<file path="config.mk">
export PLATFORM = sky130hd
export DESIGN_NAME = axpr_bank
export DESIGN_NICKNAME = d
export VERILOG_FILES = /design/src/pkg/axpr_pkg.sv /design/src/verilog/axpr_bank.sv
export VERILOG_INCLUDE_DIRS = /design/src /design/src/pkg
export SDC_FILE = /design/constraint.sdc
export NUM_CORES = 2
export LEC_CHECK = 0
export ABC_AREA = 1
export ABC_CLOCK_PERIOD_IN_PS = 4900
export BUFFER_PORTS_ARGS = -buffer_cell sky130_fd_sc_hd__buf_2
export CAP_MARGIN = 20
export CELL_PAD_IN_SITES_DETAIL_PLACEMENT = 1
export CELL_PAD_IN_SITES_GLOBAL_PLACEMENT = 1
export CORE_MARGIN = 3
export CORE_UTILIZATION = 45
export CTS_CLUSTER_DIAMETER = 30
export CTS_CLUSTER_SIZE = 40
export DETAILED_ROUTE_END_ITERATION = 10
export GPL_TIMING_DRIVEN = 0
export PLACE_DENSITY_LB_ADDON = 0.1
export SYNTH_ARGS = -nofsm -noshare
export SYNTH_HDL_FRONTEND = slang
export SYNTH_SLANG_ARGS = --single-unit
export TNS_END_PERCENT = 5
</file>
<file path="constraint.sdc">
create_clock -name SYS_CLK_IN -period 4.9 [get_ports SYS_CLK_IN]
set_clock_uncertainty 0.15 [all_clocks]
set_input_delay 0.245 -clock SYS_CLK_IN [delete_from_list [all_inputs] [get_ports SYS_CLK_IN]]
set_output_delay 0.245 -clock SYS_CLK_IN [all_outputs]
set_load 0.02 [all_outputs]
</file>
<file path="src/pkg/axpr_cfg.svh">
`ifndef AXPR_CFG_SVH
`define AXPR_CFG_SVH

`define AXPR_RESET_VAL 32'h0000_0000
`define AXPR_Q_COUNT 11
`define AXPR_Q_LAST 4'ha
`define AXPR_CFG_COUNT 8
`define AXPR_RO_COUNT 8

`define AXPR_GRP_WR_PRE 4'h8
`define AXPR_GRP_WR_ACT 4'h9
`define AXPR_GRP_RD_PRE 4'hc
`define AXPR_GRP_RD_ACT 4'hd

`define AXPR_CMD_START 8'h50
`define AXPR_CMD_CANCEL 8'h26
`define AXPR_CMD_STOP_NOW 8'h49
`define AXPR_CMD_STOP_DECEL 8'h4a
`define AXPR_CMD_RD_EVENT_STATUS 8'hf3
`define AXPR_RD_OFFSET 8'h40

`define AXPR_IDX_FEED 4'h0
`define AXPR_IDX_RAMPDOWN 4'h6
`define AXPR_IDX_MODE 4'h7
`define AXPR_MSDP_BIT 13
`define AXPR_COMPLETION_TIMING_SELECT_BIT 12
`define AXPR_QUEUE_RELEASE_IRQ_ENABLE_BIT 0
`define AXPR_ERR_LOW_BITS 7
`define AXPR_CHAIN_GAP 14

`endif

</file>
<file path="src/pkg/axpr_pkg.sv">
package axpr_pkg;

    typedef enum logic [1:0] {
        AXPR_IDLE = 2'b00,
        AXPR_RUN = 2'b01,
        AXPR_GAP = 2'b10
    } axpr_state_type;

endpackage

</file>
<file path="src/verilog/axpr_bank.sv">
// How it works
// Eleven motion registers have a queued front copy; others have none.
// The start command is write-only and never read back.
// Host writes to active registers take effect on the running move.
// On completion the queued front values are copied into the active stage.
// With both stages idle, a front write also lands in the active register.
// Start while idle marks the active stage determined and starts the move.
// While active is determined, front writes leave active values alone.
// Start while busy marks the front stage determined; flag shows it.
// Completion with a determined front stage chains straight into the next move.
// Completion with an undetermined front stage copies data and halts.
// Front writes are dropped while the front stage is determined.
// Interrupt goes low on determined to undetermined, if enabled.
// The queue cancel command makes the front stage undetermined.
// Immediate and decelerating stop commands make the front stage undetermined.
// Stop during automatic deceleration lets the move finish but drops the queue.
// A rising low error cause bit makes the front stage undetermined.
// End-of-pulse timing leaves fourteen clocks before the chained start.
// All registers and front registers reset to zero.
// Unused bits ignore writes and read as zero.
// Sign-extension bits ignore writes and read as the top implemented bit.
// The target position holds a signed 28-bit value.
// Writing the active target during a move overrides that move's target.
// The host waits four clocks after a read command before reading data.
// Reset leaves both stages undetermined and the queue flag clear.
`timescale 1ns/100ps
`default_nettype none
`include "axpr_cfg.svh"

module axpr_bank
(
    input wire logic SYS_CLK_IN,
    input wire logic RESETN_IN,
    input wire logic CMD_WR_IN,
    input wire logic [7:0] CMD_CODE_IN,
    input wire logic BUF_WR_IN,
    input wire logic [31:0] BUF_DATA_IN,
    input wire logic OP_DONE_IN,
    input wire logic [6:0] ERROR_CAUSE_IN,
    input wire logic [27:0] COMMAND_POSITION_LATCH_IN,
    input wire logic [27:0] MECHANICAL_POSITION_LATCH_IN,
    input wire logic [16:0] EXTENSION_STATUS_IN,
    input wire logic [8:0] ERROR_IRQ_STATUS_IN,
    input wire logic [13:0] EVENT_IRQ_STATUS_IN,
    input wire logic [27:0] RESIDUAL_PULSE_COUNTER_IN,
    input wire logic [19:0] EZ_COUNT_SPEED_MONITOR_IN,
    input wire logic [23:0] RAMPDOWN_CALC_VALUE_IN,
    output logic [31:0] BUF_DATA_OUT,
    output logic START_OUT,
    output logic ACT_DETERMINED_OUT,
    output logic QUEUE_DETERMINED_OUT,
    output logic INTN_OUT,
    output logic [27:0] FEED_AMOUNT_OUT,
    output logic [13:0] INITIAL_SPEED_OUT,
    output logic [13:0] OPERATION_SPEED_OUT,
    output logic [13:0] ACCEL_RATE_OUT,
    output logic [13:0] DECEL_RATE_OUT,
    output logic [11:0] SPEED_MULTIPLIER_OUT,
    output logic [23:0] RAMPDOWN_SPOT_OUT,
    output logic [29:0] OPERATION_MODE_OUT,
    output logic [26:0] LINEAR_PATH_MAJOR_FEED_OUT,
    output logic [12:0] S_CURVE_ACCEL_RANGE_OUT,
    output logic [12:0] S_CURVE_DECEL_RANGE_OUT,
    output logic [31:0] TERMINAL_IO_CONFIG_OUT,
    output logic [30:0] GENERAL_PORT_CONFIG_OUT,
    output logic [21:0] ORIGIN_COUNTER_CONFIG_OUT,
    output logic [27:0] COMMAND_POSITION_COUNTER_OUT,
    output logic [27:0] MECHANICAL_POSITION_COUNTER_OUT,
    output logic [27:0] COMPARE_VALUE_ONE_OUT,
    output logic [27:0] COMPARE_VALUE_TWO_OUT
);

    function automatic int q_width(input logic [3:0] i);
        case (i)
            4'h0: q_width = 28;
            4'h1, 4'h2, 4'h3, 4'h4: q_width = 14;
            4'h5: q_width = 12;
            4'h6: q_width = 24;
            4'h7: q_width = 30;
            4'h8: q_width = 27;
            default: q_width = 13;
        endcase
    endfunction

    function automatic int cfg_width(input logic [2:0] i);
        case (i)
            3'h0: cfg_width = 32;
            3'h1: cfg_width = 31;
            3'h2: cfg_width = 22;
            3'h7: cfg_width = 13;
            default: cfg_width = 28;
        endcase
    endfunction

    // Maps a write code of the unqueued registers to its slot, bit 3 flags a miss.
    function automatic logic [3:0] cfg_slot(input logic [7:0] c);
        case (c)
            8'h9c: cfg_slot = 4'h0;
            8'h9d: cfg_slot = 4'h1;
            8'h9e: cfg_slot = 4'h2;
            8'ha3: cfg_slot = 4'h3;
            8'ha4: cfg_slot = 4'h4;
            8'ha7: cfg_slot = 4'h5;
            8'ha8: cfg_slot = 4'h6;
            8'hac: cfg_slot = 4'h7;
            default: cfg_slot = 4'h8;
        endcase
    endfunction

    // Fills bits above the implemented width with zero or with the top bit.
    function automatic logic [31:0] fmt(input logic [31:0] v, input int w, input logic sx);
        logic [31:0] r;
        r = v;
        for (int b = 0; b < 32; b++)
            if (b >= w)
                r[b] = sx & v[w - 1];
        return r;
    endfunction

    logic [31:0] pre_reg [0:10];
    logic [31:0] act_reg [0:10];
    logic [31:0] cfg_reg [0:7];
    axpr_pkg::axpr_state_type state_reg;
    logic pre_det_reg;
    logic pre_det_d_reg;
    logic start_reg;
    logic act_det_reg;
    logic intn_reg;
    logic [4:0] gap_reg;
    logic [31:0] buf_reg;
    logic [6:0] err_prev_reg;
    logic [31:0] rd_data;
    logic rd_hit;

    logic [3:0] q_idx;
    logic q_ok;
    logic wr_pre;
    logic wr_act;
    logic start_cmd;
    logic busy;
    logic done;
    logic err_rise;
    logic pre_clear;
    logic chain_take;
    logic [3:0] cfg_wr_slot;
    logic [3:0] cfg_rd_slot;
    logic [31:0] wr_val;

    assign q_idx = CMD_CODE_IN[3:0];
    assign q_ok = (q_idx <= `AXPR_Q_LAST);
    assign wr_pre = CMD_WR_IN && (CMD_CODE_IN[7:4] == `AXPR_GRP_WR_PRE) && q_ok;
    assign wr_act = CMD_WR_IN && (CMD_CODE_IN[7:4] == `AXPR_GRP_WR_ACT) && q_ok;
    assign start_cmd = CMD_WR_IN && (CMD_CODE_IN == `AXPR_CMD_START);
    assign busy = (state_reg != axpr_pkg::AXPR_IDLE);
    assign done = OP_DONE_IN && (state_reg == axpr_pkg::AXPR_RUN);
    assign err_rise = |(ERROR_CAUSE_IN & ~err_prev_reg);
    // A decelerating stop lets the move finish but still drops the queue.
    assign pre_clear = err_rise || (CMD_WR_IN && ((CMD_CODE_IN == `AXPR_CMD_CANCEL) ||
        (CMD_CODE_IN == `AXPR_CMD_STOP_NOW) || (CMD_CODE_IN == `AXPR_CMD_STOP_DECEL)));
    assign chain_take = done && (pre_det_reg || start_cmd) && !pre_clear;
    assign cfg_wr_slot = CMD_WR_IN ? cfg_slot(CMD_CODE_IN) : 4'h8;
    assign cfg_rd_slot = cfg_slot(CMD_CODE_IN - `AXPR_RD_OFFSET);
    assign wr_val = fmt(buf_reg, q_width(q_idx), 1'b0);

    // Operation sequencing across the two stages.
    always_ff @(posedge SYS_CLK_IN or negedge RESETN_IN)
    begin
        if (!RESETN_IN)
        begin
            state_reg <= axpr_pkg::AXPR_IDLE;
            start_reg <= 1'b0;
            act_det_reg <= 1'b0;
            gap_reg <= 5'h00;
        end
        else
        begin
            start_reg <= 1'b0;
            case (state_reg)
                axpr_pkg::AXPR_IDLE:
                begin
                    if (start_cmd)
                    begin
                        state_reg <= axpr_pkg::AXPR_RUN;
                        start_reg <= 1'b1;
                        act_det_reg <= 1'b1;
                    end
                end
                axpr_pkg::AXPR_RUN:
                begin
                    if (done && !chain_take)
                    begin
                        state_reg <= axpr_pkg::AXPR_IDLE;
                        act_det_reg <= 1'b0;
                    end
                    else if (chain_take && act_reg[`AXPR_IDX_MODE][`AXPR_COMPLETION_TIMING_SELECT_BIT])
                    begin
                        state_reg <= axpr_pkg::AXPR_GAP;
                        gap_reg <= 5'(`AXPR_CHAIN_GAP - 1);
                    end
                    else if (chain_take)
                    begin
                        start_reg <= 1'b1;
                    end
                end
                axpr_pkg::AXPR_GAP:
                begin
                    if (pre_clear && !err_rise)
                    begin
                        state_reg <= axpr_pkg::AXPR_IDLE;
                        act_det_reg <= 1'b0;
                    end
                    else if (gap_reg == 5'h01)
                    begin
                        state_reg <= axpr_pkg::AXPR_RUN;
                        start_reg <= 1'b1;
                    end
                    else
                    begin
                        gap_reg <= gap_reg - 5'h01;
                    end
                end
                default:
                begin
                    state_reg <= axpr_pkg::AXPR_IDLE;
                    act_det_reg <= 1'b0;
                end
            endcase
        end
    end

    // Front stage determined flag; a start in the same cycle wins over a cancel, stop or error clear, but not over a completion.
    always_ff @(posedge SYS_CLK_IN or negedge RESETN_IN)
    begin
        if (!RESETN_IN)
        begin
            pre_det_reg <= 1'b0;
            pre_det_d_reg <= 1'b0;
            err_prev_reg <= 7'h00;
        end
        else
        begin
            pre_det_d_reg <= pre_det_reg;
            err_prev_reg <= ERROR_CAUSE_IN;
            if (chain_take)
                pre_det_reg <= 1'b0;
            else if (start_cmd && busy)
                pre_det_reg <= 1'b1;
            else if (pre_clear)
                pre_det_reg <= 1'b0;
        end
    end

    // Both stages of the eleven queued registers.
    always_ff @(posedge SYS_CLK_IN or negedge RESETN_IN)
    begin
        if (!RESETN_IN)
        begin
            for (int i = 0; i < `AXPR_Q_COUNT; i++)
            begin
                pre_reg[i] <= `AXPR_RESET_VAL;
                act_reg[i] <= `AXPR_RESET_VAL;
            end
        end
        else
        begin
            if (wr_pre && !pre_det_reg)
                pre_reg[q_idx] <= wr_val;
            if (done)
                for (int i = 0; i < `AXPR_Q_COUNT; i++)
                    act_reg[i] <= pre_reg[i];
            else if (wr_act)
                act_reg[q_idx] <= wr_val;
            else if (wr_pre && !pre_det_reg && !busy)
                act_reg[q_idx] <= wr_val;
        end
    end

    // Unqueued writable registers.
    always_ff @(posedge SYS_CLK_IN or negedge RESETN_IN)
    begin
        if (!RESETN_IN)
            for (int i = 0; i < `AXPR_CFG_COUNT; i++)
                cfg_reg[i] <= `AXPR_RESET_VAL;
        else if (!cfg_wr_slot[3])
            cfg_reg[cfg_wr_slot[2:0]] <= fmt(buf_reg, cfg_width(cfg_wr_slot[2:0]), 1'b0);
    end

    // Read decode; the start command has no readable copy.
    always_comb
    begin
        rd_hit = CMD_WR_IN;
        rd_data = `AXPR_RESET_VAL;
        if (CMD_CODE_IN[7:4] == `AXPR_GRP_RD_PRE && q_ok)
            rd_data = fmt(pre_reg[q_idx], q_width(q_idx), (q_idx == `AXPR_IDX_FEED) ||
                ((q_idx == `AXPR_IDX_RAMPDOWN) && !pre_reg[`AXPR_IDX_MODE][`AXPR_MSDP_BIT]));
        else if (CMD_CODE_IN[7:4] == `AXPR_GRP_RD_ACT && q_ok)
            rd_data = fmt(act_reg[q_idx], q_width(q_idx), (q_idx == `AXPR_IDX_FEED) ||
                ((q_idx == `AXPR_IDX_RAMPDOWN) && !act_reg[`AXPR_IDX_MODE][`AXPR_MSDP_BIT]));
        else if (!cfg_rd_slot[3])
            rd_data = fmt(cfg_reg[cfg_rd_slot[2:0]], cfg_width(cfg_rd_slot[2:0]),
                cfg_rd_slot[2:0] inside {3'h3, 3'h4, 3'h5, 3'h6});
        else
        begin
            case (CMD_CODE_IN)
                8'hed: rd_data = fmt({4'h0, COMMAND_POSITION_LATCH_IN}, 28, 1'b1);
                8'hee: rd_data = fmt({4'h0, MECHANICAL_POSITION_LATCH_IN}, 28, 1'b1);
                8'hf1: rd_data = {15'h0000, EXTENSION_STATUS_IN};
                8'hf2: rd_data = {23'h000000, ERROR_IRQ_STATUS_IN};
                8'hf3: rd_data = {18'h00000, EVENT_IRQ_STATUS_IN};
                8'hf4: rd_data = fmt({4'h0, RESIDUAL_PULSE_COUNTER_IN}, 28, 1'b1);
                8'hf5: rd_data = {12'h000, EZ_COUNT_SPEED_MONITOR_IN};
                8'hf6: rd_data = {8'h00, RAMPDOWN_CALC_VALUE_IN};
                default: rd_hit = 1'b0;
            endcase
        end
    end

    // The data buffer is shared by both directions, so a read command overwrites it.
    always_ff @(posedge SYS_CLK_IN or negedge RESETN_IN)
    begin
        if (!RESETN_IN)
            buf_reg <= `AXPR_RESET_VAL;
        else if (rd_hit)
            buf_reg <= rd_data;
        else if (BUF_WR_IN)
            buf_reg <= BUF_DATA_IN;
    end

    // Interrupt latch; a new release event wins over the clearing status read.
    always_ff @(posedge SYS_CLK_IN or negedge RESETN_IN)
    begin
        if (!RESETN_IN)
            intn_reg <= 1'b1;
        else if (pre_det_d_reg && !pre_det_reg && cfg_reg[7][`AXPR_QUEUE_RELEASE_IRQ_ENABLE_BIT])
            intn_reg <= 1'b0;
        else if (CMD_WR_IN && CMD_CODE_IN == `AXPR_CMD_RD_EVENT_STATUS)
            intn_reg <= 1'b1;
    end

    assign BUF_DATA_OUT = buf_reg;
    assign START_OUT = start_reg;
    assign ACT_DETERMINED_OUT = act_det_reg;
    assign QUEUE_DETERMINED_OUT = pre_det_reg;
    assign INTN_OUT = intn_reg;
    assign FEED_AMOUNT_OUT = act_reg[0][27:0];
    assign INITIAL_SPEED_OUT = act_reg[1][13:0];
    assign OPERATION_SPEED_OUT = act_reg[2][13:0];
    assign ACCEL_RATE_OUT = act_reg[3][13:0];
    assign DECEL_RATE_OUT = act_reg[4][13:0];
    assign SPEED_MULTIPLIER_OUT = act_reg[5][11:0];
    assign RAMPDOWN_SPOT_OUT = act_reg[6][23:0];
    assign OPERATION_MODE_OUT = act_reg[7][29:0];
    assign LINEAR_PATH_MAJOR_FEED_OUT = act_reg[8][26:0];
    assign S_CURVE_ACCEL_RANGE_OUT = act_reg[9][12:0];
    assign S_CURVE_DECEL_RANGE_OUT = act_reg[10][12:0];
    assign TERMINAL_IO_CONFIG_OUT = cfg_reg[0];
    assign GENERAL_PORT_CONFIG_OUT = cfg_reg[1][30:0];
    assign ORIGIN_COUNTER_CONFIG_OUT = cfg_reg[2][21:0];
    assign COMMAND_POSITION_COUNTER_OUT = cfg_reg[3][27:0];
    assign MECHANICAL_POSITION_COUNTER_OUT = cfg_reg[4][27:0];
    assign COMPARE_VALUE_ONE_OUT = cfg_reg[5][27:0];
    assign COMPARE_VALUE_TWO_OUT = cfg_reg[6][27:0];

    start_idle_a: assert property (@(posedge SYS_CLK_IN) disable iff (!RESETN_IN)
        start_cmd && !busy |=> START_OUT && ACT_DETERMINED_OUT)
        else $error("start while idle did not begin a move");
    queue_flag_a: assert property (@(posedge SYS_CLK_IN) disable iff (!RESETN_IN)
        start_cmd && busy && !done |=> QUEUE_DETERMINED_OUT)
        else $error("start while busy did not set the queue flag");
    front_discard_a: assert property (@(posedge SYS_CLK_IN) disable iff (!RESETN_IN)
        wr_pre && pre_det_reg |=> pre_reg[$past(q_idx)] == $past(pre_reg[q_idx]))
        else $error("front write accepted while determined");
    chain_now_a: assert property (@(posedge SYS_CLK_IN) disable iff (!RESETN_IN)
        chain_take && !act_reg[7][12] |=> START_OUT && !QUEUE_DETERMINED_OUT)
        else $error("chained start missing");
    chain_gap_a: assert property (@(posedge SYS_CLK_IN) disable iff (!RESETN_IN)
        chain_take && act_reg[7][12] && !CMD_WR_IN |=>
        !START_OUT[*8] ##1 !START_OUT[*5] ##1 START_OUT)
        else $error("chained start not fourteen clocks later");
    halt_idle_a: assert property (@(posedge SYS_CLK_IN) disable iff (!RESETN_IN)
        done && !chain_take |=> !ACT_DETERMINED_OUT && !START_OUT ##1 !START_OUT)
        else $error("move did not halt without a queued step");
    queue_cancel_a: assert property (@(posedge SYS_CLK_IN) disable iff (!RESETN_IN)
        pre_clear && !start_cmd |=> !QUEUE_DETERMINED_OUT)
        else $error("cancel, stop or error left the queue determined");
    release_irq_a: assert property (@(posedge SYS_CLK_IN) disable iff (!RESETN_IN)
        $fell(pre_det_reg) && cfg_reg[7][0] |=> !INTN_OUT)
        else $error("queue release interrupt missing");
    target_sign_a: assert property (@(posedge SYS_CLK_IN) disable iff (!RESETN_IN)
        CMD_WR_IN && CMD_CODE_IN == 8'hd0 |=> BUF_DATA_OUT[31:28] == {4{BUF_DATA_OUT[27]}})
        else $error("target position read not sign extended");

endmodule

`default_nettype wire

</file>
==> run_results.csv, run 1 <==
group,metric,value,unit
status,status,"stopped before the end",
status,haltStage,"global routing (5_1_grt)",
status,firstError,"[ERROR GRT-0232] Routing congestion too high. Check the congestion heatmap in the GUI.",
synthesis,ys_warn_count,0,
synthesis,yosys-top-cells-area,"dfrtp_1 46%, nand2_1 9.9%, o21ai_0 8.0%, buf_4 5.9%, a21oi_1 5.0%",
die,num_io_pins,656,
synthesis,ys_seq_elements,987,
clock_network,numCtsBuffers,237,
die,start_util,45.4,%
die,rows,126,
global_routing,grt_use_total,77.8,%
placement,place_ws,-3200,ps
global_routing,antenna_found_initial,116,
synthesis,async_flop_share,100,%
synthesis,ys.flop_type,"dfrtp_1",
global_routing,grt_max_degree,163,
placement,dp_hpwl,286000,um
timing,crit_endpoint,"pre_reg[347]$_DFFE_PN0P_/D",
synthesis,synth_top_area_share,46.0,%
synthesis,post-synth-top-count-cell,"nand2_1",
synthesis,syn_area,53700,um2
clock_network,cts_num_sinks,987,
placement,dpl-instance-area,59600,um2
die,die_w,351,um
clock_network,cts_max_level,4,
synthesis,synthCells,6892,
clock_network,cts_buffer_depth,3,
placement,port_buffers,655,
timing,worstEpCategory,"sequential cell input",
synthesis,yosysTopAreaCell,"dfrtp_1",
synthesis,postSynthAreaPerCell,7.79,um2
synthesis,synth_seq_area_share,46.0,%
synthesis,synth-edff-count,0,
synthesis,synthTopCellsByCount,"1417 x nand2_1, 986 x dfrtp_1, 856 x o21ai_0",
placement,gp_congestion,1.11,
die,die_height,351,um
clock_network,cts_root_buffer,"clkbuf_16",
global_routing,grt.overflow.total,95,
synthesis,syn-num-nets,7129,
synthesis,yosysUniqueCellTypes,70,
-- through the flow --
step                      TNS (ps)  std cells
after global placement           -       9083
after floorplan                  0       6892
after CTS                        0       9644
after detailed placement  -1977050       9119
-- routing by layer --
metal,GRT overflow,global-route usage [%]
met1,9,80.2
met2,32,89.4
met3,5,67.5
met4,48,71.7
met5,1,40.8
-- cell families after synthesis --
group	share of synthesized area, %
buffers and inverters	14.2
and+or+nand+nor	16.9
muxes	0.0746
adders and majority gates	0.396
xor gates and xnor gates	0.0163
DFF	46.0
AOI/OAI and AO/OA	22.4
-- what timing repair did --
item / in CTS
endpoints found under the hold margin: 201
hold buffers: 73
setup buffers: 6
endpoints found under the setup margin: 978
pin swaps: 3
gates resized for setup: 16
==> run 2, diff against run 1 <==
--- a/config.mk
+++ b/config.mk
@@ -10,15 +10,11 @@
 export ABC_CLOCK_PERIOD_IN_PS = 4900
 export BUFFER_PORTS_ARGS = -buffer_cell sky130_fd_sc_hd__buf_2
 export CAP_MARGIN = 20
-export CELL_PAD_IN_SITES_DETAIL_PLACEMENT = 1
-export CELL_PAD_IN_SITES_GLOBAL_PLACEMENT = 1
 export CORE_MARGIN = 3
-export CORE_UTILIZATION = 45
-export CTS_CLUSTER_DIAMETER = 30
-export CTS_CLUSTER_SIZE = 40
+export CORE_UTILIZATION = 30
 export DETAILED_ROUTE_END_ITERATION = 10
 export GPL_TIMING_DRIVEN = 0
-export PLACE_DENSITY_LB_ADDON = 0.1
+export PLACE_DENSITY_LB_ADDON = 0.15
 export SYNTH_ARGS = -nofsm -noshare
 export SYNTH_HDL_FRONTEND = slang
 export SYNTH_SLANG_ARGS = --single-unit
==> run_results.csv, run 2 <==
group,metric,value,unit
synthesis,yosysTopAreaCell,"dfrtp_1",
finish,fin_nets,8049,
worst_setup_path,critPathCaptureType,"flip-flop",
status,violations,"setup timing",
global_routing,antenna_found_initial,72,
clock_network,path_clk_slew,60,ps
die,die_height,429,um
power_and_ir_drop,powerDensity,491,nW/um2
placement,place_ws,-3440,ps
global_routing,grt.overflow.total,0,
synthesis,syn-num-nets,7129,
finish,area_delta_synth_final,23.0,%
synthesis,ys.flop_type,"dfrtp_1",
worst_setup_path,cp-start-kind,"primary input",
global_routing,met2_usage,60.0,%
timing,fin_ws,-317,ps
worst_setup_path,crit_slowest_cell,"a221oi_1",
synthesis,post-synth-top-count-cell,"nand2_1",
worst_setup_path,worst-path-max-fanout,10,
timing,worstMarginPinSlew,1400,ps
worst_setup_path,worst_ep_required_time,5410,ps
die,die_w,429,um
route,postRouteAntennaNets,0,
placement,gp_congestion,1.09,
global_routing,grt_busiest_layer,"met2",
worst_setup_path,path_cells,"buf_2 -> buf_4 -> buf_2 -> buf_2 -> buf_2 -> buf_2 -> buf_2 -> o21ai_0 -> a221oi_1 -> o21ai_1 -> nand2_1 -> nand4_1 -> nand2_1 -> a21oi_1",
clock_network,cts_buffer_depth,3,
worst_setup_path,timing.critical_path.mode_cell,"buf_2",
worst_setup_path,cp_slowest_stage_delay,1200,ps
synthesis,yosysUniqueCellTypes,70,
timing,hold_viol_final,0,
synthesis,synthCells,6892,
die,core-area,177000,um2
finish,layout_common_cells,"1416 x nand2_1, 986 x dfrtp_1, 855 x o21ai_0",
timing,fin_hold_ws,45.8,ps
job,drv_cap,0,
clock_network,cts_root_buffer,"clkbuf_16",
placement,dp_hpwl,327000,um
die,rows,154,
route,drt_iter0_drc,10200,
worst_setup_path,path_class,"in2reg",
global_routing,grtUsageMet1,59.5,%
global_routing,grt_use_total,43.6,%
route,via_per_inst,5.96,
timing,period_minus_slack,5220,ps
timing,slew_headroom,6.41,%
timing,setup_tns,-5160,ps
route,wl_per_cell,40.5,um
route,vias,61300,
timing,slew_viol_final,0,
finish,mostFrequentLayoutCell,"nand2_1",
synthesis,postSynthAreaPerCell,7.79,um2
timing,max_freq,192,MHz
power_and_ir_drop,peakVddDrop,0.302,mV
hold_path,hp-class,"in2reg",
timing,min_period_over_period,106,%
worst_setup_path,cp_num_buf_inv,7,
clock_network,cts_num_sinks,987,
synthesis,ys_seq_elements,987,
route,firstDrtPassIters,8,
power_and_ir_drop,fin_total_pwr,32400,uW
global_routing,grt_use_met3,15.2,%
synthesis,synth_seq_area_share,46.0,%
clock_network,numCtsBuffers,119,
global_routing,grt_max_degree,151,
die,start_util,30.3,%
worst_setup_path,crit_family,"buffers and inverters",
clock_network,cts_max_level,3,
synthesis,ys_warn_count,0,
route,routed_wl,416000,um
clock_network,clock_latency,790,ps
placement,port_buffers,655,
finish,drive_above_1_share,20.3,%
timing,rsz0062_at_grt,"yes",
die,num_io_pins,656,
clock_network,cts_tree,"yes",
power_and_ir_drop,power_leakage,0.0318,uW
synthesis,synth-edff-count,0,
timing,setup_viol_count_final,61,
synthesis,yosys-top-cells-area,"dfrtp_1 46%, nand2_1 9.9%, o21ai_0 8.0%, buf_4 5.9%, a21oi_1 5.0%",
route,route.detailed.drc,0,
global_routing,grt_first_pass_wirelength,542000,um
worst_setup_path,cp.arrival,5730,ps
synthesis,syn_area,53700,um2
status,status,"complete, but fails checks",
synthesis,async_flop_share,100,%
global_routing,grt_pass1_vias,56800,
finish,largest_reg_flops,341,
synthesis,synth_top_area_share,46.0,%
die,die-area,184000,um2
synthesis,synthTopCellsByCount,"1417 x nand2_1, 986 x dfrtp_1, 856 x o21ai_0",
run 2: path summary, 6_finish.rpt:
| check | start | endpoint | slack [ps] | cells after the start |
|---|---|---|---|---|
| max | CMD_CODE_IN[0] | BUF_DATA_OUT[18] | -320 | 14 |
| min | RAMPDOWN_CALC_VALUE_IN[21] | BUF_DATA_OUT[21] | 50 | 7 |
| max reg2reg | state_reg[1] | ACCEL_RATE_OUT[5] | -170 | 9 |
| min reg2reg | cfg_reg[223] | cfg_reg[223] | 320 | 2 |
| max in group asynchronous | RESETN_IN | cfg_reg[186] | 2010 | 6 |
| min in group asynchronous | RESETN_IN | act_reg[155] | 500 | 4 |
run 2: worst reg2reg max path, stage by stage, from the launching register on:
cell and delay [ps]:
dfrtp_1 410, inv_1 90, ha_1 200, nand2_1 510, inv_2 590, buf_1 830, clkbuf_1 690, clkbuf_1 890
a211oi_1 400, a21oi_1 230
run 2: repair_timing:
action	4_1_cts	5_1_grt
setup buffers	2	0
endpoints found under the hold margin	374	0
gates resized for setup	25	22
hold buffers	81	0
setup endpoints to repair	978	98
gates cloned	0	0
pin swaps	1	0
run 2: layout make-up:
type                       count  area [um2]
fill                       19000      111000
sequential                   987       24700
multi-input combinational   4358       21500
timing repair buffer         806        5310
buffer                       895        5220
clock buffer                 186        3590
tap                         2340        2930
inverter                     645        2430
clock inverter                29         300
antenna                       36        90.1
run 2: routing by layer:
| layer | vias to the layer above | share of wire [%] |
|---|---|---|
| met2 | 4722 | 40 |
| met5 | - | 0.045 |
| met4 | 26 | 6.3 |
| li1 | 24500 | - |
| met3 | 893 | 13 |
| met1 | 31100 | 41 |
run 2: kinds of logic (layout without fill, tap and decap cells):
group / count (synthesis) / in the layout / share of synthesized area (%)
AND/OR/NAND/NOR: 2264 / 2264 / 16.9
other: 0 / 36 / 0
adder cells (fa/ha/maj): 17 / 17 / 0.396
flip-flops: 987 / 987 / 46.0
multiplexers: 4 / 4 / 0.0746
buffers and inverters: 1547 / 2561 / 14.2
XOR/XNOR: 1 / 1 / 0.0163
AO/OA/AOI/OAI: 2072 / 2072 / 22.4
run 2: metrics by stage:
step | instance area, um2 | util (%) | std cells
6_report | 66000 | 37.3 | 10300
3_3_place_gp | 59900 | 33.8 | 9887
4_1_cts | 65800 | 37.2 | 10200
2_1_floorplan | 53700 | - | 6892
5_1_grt | 66000 | 37.3 | 10300
3_5_place_dp | 61000 | 34.5 | 9949
run 2: power breakdown:
| part | internal (uW) | total [uW] | switching, uW |
|---|---|---|---|
| Combinational | 3570 | 11500 | 7920 |
| Clock | 5250 | 9290 | 4040 |
| Sequential | 9760 | 11600 | 1880 |
No activity file was read; power rests on OpenSTA's default activity.
